<file path="src/verilog/pld_led_regs.vh">
`ifndef PLD_LED_REGS_VH
`define PLD_LED_REGS_VH

// LED mode encodings
`define PLD_MODE_OFF        2'h0
`define PLD_MODE_ON         2'h1
`define PLD_MODE_DIM        2'h2
`define PLD_MODE_BLINK      2'h3

// Clock and tick timing
`define PLD_CLK_PERIOD_PS   8000
`define PLD_TICK_TIME_US    2500
// Scaled down to ns first: the product in ps overflows 32-bit integer arithmetic
`define PLD_TICK_CYCLES     ((`PLD_TICK_TIME_US * 1000) / (`PLD_CLK_PERIOD_PS / 1000))

// Reset values
`define PLD_DUTY_RST        8'h00
`define PLD_MODE_RST        2'h0
`define PLD_TIME_RST        8'h00

// LED clock source select
`define PLD_SRC_INTERNAL    1'b0
`define PLD_SRC_EXTERNAL    1'b1

`endif

</file>
<file path="src/verilog/pld_led_chan.v">
`timescale 1ns/1ps
`include "pld_led_regs.vh"

module pld_led_chan (
	// Clock and reset
	input  wire       ref_clk_i,
	input  wire       rst_n_i,
	// Shared timing
	input  wire       tick_i,
	input  wire       blink_restart_i,
	input  wire [7:0] pwm_cnt_i,
	// Configuration
	input  wire [1:0] mode_i,
	input  wire [7:0] duty_i,
	input  wire [7:0] on_time_i,
	input  wire [7:0] off_time_i,
	// LED drive, high means lit
	output reg        lit_o
);

	reg  [7:0] phase_cnt_reg;
	reg        phase_on_reg;
	wire [7:0] on_len;
	wire [7:0] off_len;
	wire [7:0] cur_len;
	wire       pwm_on;

	assign on_len  = (on_time_i == 8'h00) ? 8'h01 : on_time_i;
	assign off_len = (off_time_i == 8'h00) ? 8'h01 : off_time_i;
	assign cur_len = phase_on_reg ? on_len : off_len;
	// Duty 0 never lights; 255 lights 255 of 256 steps
	assign pwm_on  = (pwm_cnt_i < duty_i);

	always @(posedge ref_clk_i) begin
		if (!rst_n_i || blink_restart_i) begin
			phase_cnt_reg <= 8'h00;
			phase_on_reg  <= 1'b1;
		end else if (tick_i) begin
			if (phase_cnt_reg + 8'h01 >= cur_len) begin
				phase_cnt_reg <= 8'h00;
				phase_on_reg  <= ~phase_on_reg;
			end else begin
				phase_cnt_reg <= phase_cnt_reg + 8'h01;
			end
		end
	end

	always @(posedge ref_clk_i) begin
		if (!rst_n_i) begin
			lit_o <= 1'b0;
		end else begin
			case (mode_i)
				`PLD_MODE_OFF:   lit_o <= 1'b0;
				`PLD_MODE_ON:    lit_o <= 1'b1;
				`PLD_MODE_DIM:   lit_o <= pwm_on;
				`PLD_MODE_BLINK: lit_o <= phase_on_reg & pwm_on;
				default:         lit_o <= 1'b0;
			endcase
		end
	end

endmodule

</file>
<file path="src/verilog/pld_led_top.v">
// Operation
// An LED is lit by driving its output low and dark by driving it high.
// Both LED output sets float while the device is held in reset.
// After reset the LED outputs are driven and default high, LEDs off.
// Each LED of each port is set to on, off, dimmed or blinking.
// Dimmed mode keeps the LED on with brightness from the duty value.
// Blinking alternates on and off phases, the on phase dimmed by duty.
// Blink on and off times are set separately from 2.5 ms to 637.5 ms.
// Duty has 256 levels, 0 fully dark and 255 brightest.
// Duty resets to 0 so dimmed and blinking LEDs stay dark until set.
// Blink phases of all four ports follow one common LED timing clock.
// In SPI mode one device drives its LED clock on the sync pin, others take it.
// In I2C mode the first chain device drives chain out, later ones take chain in.
// Each phase is an 8-bit count of 2.5 ms ticks, zero taken as one tick.
// The dimming counter repeats fast enough to show no flicker.
`timescale 1ns/1ps
`include "pld_led_regs.vh"

module pld_led_top (
	// Clock and reset
	input  wire        ref_clk_i,
	input  wire        rst_n_i,
	// Host interface type: 1 selects SPI sync pin, 0 selects I2C chain
	input  wire        spi_mode_i,
	// LED clock source: 1 takes an external LED clock
	input  wire        led_clk_src_i,
	// Restart all blink phases together
	input  wire        blink_sync_i,
	// Per-LED config, index = port*2 + led (led 0 drives C, led 1 drives D)
	input  wire [15:0] led_mode_i,
	input  wire [63:0] led_duty_i,
	input  wire [63:0] led_on_time_i,
	input  wire [63:0] led_off_time_i,
	// LED outputs, active low
	output reg  [3:0]  led_c_n_o,
	output reg  [3:0]  led_c_oe_o,
	output reg  [3:0]  led_d_n_o,
	output reg  [3:0]  led_d_oe_o,
	// SPI-mode sync pin
	input  wire        led_sync_pin_i,
	output reg         led_sync_pin_o,
	output reg         led_sync_pin_oe_o,
	// I2C-mode daisy chain
	input  wire        chain_in_pin_i,
	output reg         chain_out_pin_o
);

	localparam [31:0] TICK_CYC  = `PLD_TICK_CYCLES;
	localparam [31:0] HALF_CYC  = TICK_CYC / 2;

	reg  [31:0] div_reg;
	reg         int_clk_reg;
	reg         ext_d1_reg;
	reg         ext_d2_reg;
	reg         ext_d3_reg;
	reg  [7:0]  pwm_cnt_reg;
	reg         sync_d_reg;
	wire        ext_in;
	wire        ext_rise;
	wire        int_tick;
	wire        tick;
	wire        restart;
	wire [7:0]  lit;

	// Internal LED clock: one period per 2.5 ms tick
	assign int_tick = (div_reg == TICK_CYC - 32'h1);

	always @(posedge ref_clk_i) begin
		if (!rst_n_i) begin
			div_reg     <= 32'h0;
			int_clk_reg <= 1'b0;
		end else begin
			if (int_tick)
				div_reg <= 32'h0;
			else
				div_reg <= div_reg + 32'h1;
			int_clk_reg <= (div_reg < HALF_CYC);
		end
	end

	// External LED clock arrives on sync pin or chain in, synchronised first
	assign ext_in = spi_mode_i ? led_sync_pin_i : chain_in_pin_i;

	always @(posedge ref_clk_i) begin
		if (!rst_n_i) begin
			ext_d1_reg <= 1'b0;
			ext_d2_reg <= 1'b0;
			ext_d3_reg <= 1'b0;
		end else begin
			ext_d1_reg <= ext_in;
			ext_d2_reg <= ext_d1_reg;
			ext_d3_reg <= ext_d2_reg;
		end
	end

	assign ext_rise = ext_d2_reg & ~ext_d3_reg;
	// One tick source for all ports keeps their blinking aligned
	assign tick     = (led_clk_src_i == `PLD_SRC_EXTERNAL) ? ext_rise : int_tick;

	// Free-running 8-bit counter: 125 MHz / 256 gives about 488 kHz, far above flicker
	always @(posedge ref_clk_i) begin
		if (!rst_n_i)
			pwm_cnt_reg <= 8'h00;
		else
			pwm_cnt_reg <= pwm_cnt_reg + 8'h01;
	end

	always @(posedge ref_clk_i) begin
		if (!rst_n_i)
			sync_d_reg <= 1'b0;
		else
			sync_d_reg <= blink_sync_i;
	end

	assign restart = blink_sync_i & ~sync_d_reg;

	genvar g;
	generate
		for (g = 0; g < 8; g = g + 1) begin : g_led
			pld_led_chan u_chan (
				.ref_clk_i       (ref_clk_i),
				.rst_n_i         (rst_n_i),
				.tick_i          (tick),
				.blink_restart_i (restart),
				.pwm_cnt_i       (pwm_cnt_reg),
				.mode_i          (led_mode_i[2*g+1:2*g]),
				.duty_i          (led_duty_i[8*g+7:8*g]),
				.on_time_i       (led_on_time_i[8*g+7:8*g]),
				.off_time_i      (led_off_time_i[8*g+7:8*g]),
				.lit_o           (lit[g])
			);
		end
	endgenerate

	integer p;
	always @(posedge ref_clk_i) begin
		if (!rst_n_i) begin
			led_c_n_o  <= 4'hf;
			led_d_n_o  <= 4'hf;
			led_c_oe_o <= 4'h0;
			led_d_oe_o <= 4'h0;
		end else begin
			led_c_oe_o <= 4'hf;
			led_d_oe_o <= 4'hf;
			for (p = 0; p < 4; p = p + 1) begin
				led_c_n_o[p] <= ~lit[2*p];
				led_d_n_o[p] <= ~lit[2*p+1];
			end
		end
	end

	// Forward the LED clock: own clock when source; otherwise chain out repeats the received one and the sync pin is released
	always @(posedge ref_clk_i) begin
		if (!rst_n_i) begin
			led_sync_pin_o    <= 1'b0;
			led_sync_pin_oe_o <= 1'b0;
			chain_out_pin_o   <= 1'b0;
		end else begin
			led_sync_pin_o    <= int_clk_reg;
			led_sync_pin_oe_o <= spi_mode_i & (led_clk_src_i == `PLD_SRC_INTERNAL);
			if (led_clk_src_i == `PLD_SRC_INTERNAL)
				chain_out_pin_o <= int_clk_reg;
			else
				chain_out_pin_o <= ext_d2_reg;
		end
	end

endmodule
</file>
<file path="config.mk">
export PLATFORM = sky130hd
export DESIGN_NAME = pld_led_top
export DESIGN_NICKNAME = d
export VERILOG_FILES = /design/src/verilog/pld_led_chan.v /design/src/verilog/pld_led_top.v
export VERILOG_INCLUDE_DIRS = /design/src /design/src/verilog
export SDC_FILE = /design/constraint.sdc
export NUM_CORES = 1
export LEC_CHECK = 0
export BUFFER_PORTS_ARGS = -buffer_cell sky130_fd_sc_hd__clkbuf_2
export CAP_MARGIN = 40
export CORE_AREA = 3 3 136 138
export CTS_CLUSTER_DIAMETER = 50
export CTS_CLUSTER_SIZE = 10
export DETAILED_ROUTE_END_ITERATION = 8
export DIE_AREA = 0 0 139 141
export GPL_TIMING_DRIVEN = 0
export PLACE_DENSITY = 0.86
export SYNTH_ARGS = -nofsm -noshare
export SYNTH_HDL_FRONTEND = slang
export SYNTH_HIERARCHICAL = 1
export SYNTH_SLANG_ARGS = --single-unit
</file>
<file path="constraint.sdc">
create_clock -name ref_clk_i -period 9.8 [get_ports ref_clk_i]
set_input_delay 0.49 -clock ref_clk_i [delete_from_list [all_inputs] [get_ports ref_clk_i]]
set_output_delay 0.49 -clock ref_clk_i [all_outputs]
set_load 0.005 [all_outputs]
</file>
==> results_tabular.tex <==
\begin{tabular}{lr}
\hline
Metric & Value \\
\hline
\multicolumn{2}{l}{\textbf{Run status}} \\
Status & finished clean \\
\multicolumn{2}{l}{\textbf{Route}} \\
Iter 0 DRT Violations & 536 \\
Residual DRC count & 0 \\
DRT antenna net count & 0 \\
Pre-Repair DR Iteration Count & 5 \\
Via count & 10.2k \\
Final wirelength & 28400 µm \\
Vias per cell & 5.98 \\
Post-detailed-route wirelength per cell & roughly 17 µm \\
\multicolumn{2}{l}{\textbf{Min path}} \\
Class of the worst hold path & primary input to register \\
Number of cells traversed by the worst hold path & 3 \\
\multicolumn{2}{l}{\textbf{STA}} \\
Max Clock Freq & 334 MHz \\
Post-layout worst setup margin & 6.81 ns \\
Setup TNS & 0 ns \\
Final number of max-transition violations & 0 \\
RSZ-0062 raised after global routing & no \\
Transition at the pin with the smallest max-transition slack & approximately 0.84 ns \\
Fraction of the cycle the final worst path needs & a little under a third \\
Fin. Hold Viols & 0 \\
Worst max-slew margin expressed relative to the limit & a little over two fifths \\
Worst Hold Slack & roughly 0.29 ns \\
Number of setup violations in the final report & 0 \\
Clock skew & 0.0123 ns \\
Shortest period the worst path allows & 2.99 ns \\
\multicolumn{2}{l}{\textbf{Logic synthesis}} \\
Unique masters post-synth & 49 \\
Cells after synthesis & 1215 \\
Number of register bits inferred by synthesis & 137 \\
Post-synthesis sequential area ratio & a little over a quarter \\
Leading area contributor after synthesis & dfxtp\_1 \\
Ys flop type & dfxtp\_1 \\
Netlist area before placement & 10300 µm² \\
Fraction of registers with async set/reset & 0\% \\
Area share of the largest cell type after synthesis & between 20\% and 30\% \\
Net count of the mapped netlist & about 1.6k \\
Average footprint of a synthesized cell & 8.51 µm² \\
Biggest area contributors in the synthesized netlist & dfxtp\_1 (27\%), ha\_1 (16\%), mux2i\_1 (5.5\%) \\
Count of warnings emitted by yosys & 6 \\
Post-synth EDFFs & 0 \\
\multicolumn{2}{l}{\textbf{GRT}} \\
Number of global-route vias before repair & 10.0k \\
Largest net degree at the start of global routing & 40 \\
Wire length of the first global-routing pass & 46400 µm \\
Initial antenna violation count & 0 \\
Total GRT Usage & $\sim$28\% \\
Remaining global-route overflow & 0 \\
\multicolumn{2}{l}{\textbf{Job}} \\
Max-cap violation count & 0 \\
\multicolumn{2}{l}{\textbf{Placed design}} \\
Worst setup slack after placement & 6.87 ns \\
Area after detailed placement & 11900 µm² \\
Port bufs & about 230 \\
Hpwl dp & about 22000 µm \\
Post-Place Cells & 1676 \\
Placer congestion estimate & 0.888 \\
\multicolumn{2}{l}{\textbf{CTS}} \\
Clock root buffer master & clkbuf\_16 \\
Clock slew at reported path FFs & 0.06 ns \\
Number of H-tree levels & 4 \\
Number of hold buffers added after CTS & 0 \\
Number of CTS-inserted buffers & 17 \\
Worst-skew pair later-pin latency & 0.42 ns \\
CTS max path bufs & 2 \\
Number of sinks on the clock net & approximately 140 \\
CTS tree & built \\
Buffers inserted by post-CTS timing repair & 0 \\
Post-cts repair resize count & 0 \\
\multicolumn{2}{l}{\textbf{Layout}} \\
Final standard cell utilization of the core & 72.4\% \\
Layout Cells excl Fill & $\sim$1.7k \\
Fill cells & around 1.3k \\
Inserted Diodes & 0 \\
Flip-flop count of the largest register, all copies and words added & 64 \\
Fin nets & 1816 \\
Cell area after layout & 12500 µm² \\
Share of layout cells above drive strength 1 & approximately a fifth \\
Area Growth Syn to Fin & 21.1\% \\
\multicolumn{2}{l}{\textbf{Worst setup path}} \\
CP Data Arrival Time & 3.34 ns \\
Worst setup EP type & register \\
Critical path data required time & 10.15 ns \\
Critical path type & register to register \\
Reg2Reg Depth & 9 \\
Largest fanout on the critical path & 39 \\
Kind of launch point of the worst setup path & register \\
\multicolumn{2}{l}{\textbf{Die}} \\
Row count & 48 \\
Top Ports & 234 \\
Standard cell core area & 17300 µm² \\
Die H & 141 µm \\
Die footprint & 19600 µm² \\
Initial Util & 59.8\% \\
Width of the die & approximately 140 µm \\
\multicolumn{2}{l}{\textbf{Power and ir drop}} \\
Fraction of power spent switching nets & 23.0\% \\
Worst-case vdd ir drop & 0.120 mV \\
Proportion of power drawn by the clock network & 48.5\% \\
Power density cells & 116 nW/µm² \\
NetSw & 0.333 mW \\
Relative contribution of combinational cells to total power & around an eighth \\
Leakage power & 6.43 nW \\
Internal power consumption & 1.12 mW \\
Reg power frac & 39.7\% \\
Total power after layout & 1.45 mW \\
\hline
\end{tabular}
## synth_stat cells (2+ instances only)
library cell,n
nand4_4,2
and4_1,4
a21oi_1,66
nor4_1,27
o31ai_1,9
ha_1,130
buf_6,5
a21oi_4,8
nor4bb_1,2
mux2i_1,57
buf_2,10
a211oi_1,32
nand2b_1,24
nor3_1,35
a211o_1,8
and2_1,12
nand3_1,55
a221oi_1,8
and3_1,64
nand2_1,58
nor2_1,57
a21o_1,8
and4_2,3
dfxtp_1,137
or4_1,8
xnor2_1,34
xor2_1,30
o21ai_0,62
nand4_1,16
nand4b_1,8
o21ai_1,24
a41oi_1,9
nor2b_1,20
nand3b_1,26
a22o_1,32
or3_1,19
inv_1,83
buf_4,10
clkbuf_1,3
## final cells by class
| type | instances | area, µm² | share of cell area (%) |
|---|---|---|---|
| multi-input cells | 967 | 7100 | 56.7 |
| flip-flops and latches | 137 | 2740 | 21.9 |
| repair buffers | 237 | 1240 | 9.91 |
| clock buffers | 24 | 482 | 3.85 |
| inverters | 83 | 312 | 2.49 |
| well taps | 225 | 282 | 2.25 |
| plain buffers | 28 | 193 | 1.54 |
| clock inverters | 8 | 165 | 1.32 |
## layout by cell type (no fill, tap or decap), types with 16 or more instances in the layout
cell / Yosys / routed
nor2_1: 57 / 57
a211oi_1: 32 / 32
nor2b_1: 20 / 19
nor3_1: 35 / 35
or3_1: 19 / 19
a22o_1: 32 / 32
ha_1: 130 / 130
nand2_1: 58 / 58
a21oi_1: 66 / 66
clkbuf_16: 0 / 17
and3_1: 64 / 64
mux2i_1: 57 / 57
nor4_1: 27 / 27
xor2_1: 30 / 30
xnor2_1: 34 / 34
o21ai_1: 24 / 24
nand3b_1: 26 / 26
dfxtp_1: 137 / 137
inv_1: 83 / 83
nand2b_1: 24 / 24
clkbuf_2: 0 / 233
nand3_1: 55 / 55
o21ai_0: 62 / 61
nand4_1: 16 / 16
## routing by layer
| layer | GRT usage, % | share of wire [%] |
|---|---|---|
| met5 | 0 | 0 |
| met4 | 11.0 | 3.1 |
| met3 | 5.02 | 5.6 |
| met2 | 51.3 | 50 |
| met1 | 33.4 | 41 |
## power by group through the flow
| stage | logic, mW | clock network [mW] | registers (mW) |
|---|---|---|---|
| CTS | 0.169 | 0.712 | 0.577 |
| floorplan | 0.0837 | 0 | 0.584 |
| global route | 0.191 | 0.741 | 0.578 |
| detailed placement | 0.168 | 0 | 0.589 |
| global placement | 0.159 | 0 | 0.589 |
| finish | 0.170 | 0.705 | 0.577 |
## path summary, 6_finish.rpt
kind,startpoint,endpoint,slack (ns)
setup / recovery,div_reg[14]$_SDFF_PP0_,g_led[2].u_chan/phase_cnt_reg[5]$_SDFFE_PP0P_,6.81
hold / removal,spi_mode_i,led_sync_pin_oe_o$_SDFF_PN0_,0.29
setup reg to reg,div_reg[14]$_SDFF_PP0_,g_led[2].u_chan/phase_cnt_reg[5]$_SDFFE_PP0P_,6.81
hold reg to reg,g_led[7].u_chan/lit_o$_SDFF_PN0_,led_d_n_o[3]$_SDFF_PN1_,0.36
## cell families after synthesis
group | count (synthesis) | share of synthesized area, %
flops | 137 | 26.5
mux | 58 | 5.63
compound gates | 271 | 17.5
fa+ha+maj | 130 | 15.7
simple gates | 444 | 24.3
buf+inv | 111 | 4.88
xor+xnor | 64 | 5.42
## worst max-delay path, cell delays in order, from the launching register on
cell      delay (ns)
dfxtp_1         0.44
nor4bb_1        0.35
nand4_1         0.17
or3_1           0.41
o21ai_4         0.58
buf_12          0.28
inv_1           0.13
nor4_1          0.30
o21ai_1         0.09
a21oi_1         0.15
Power figures use the tool's default switching activity.
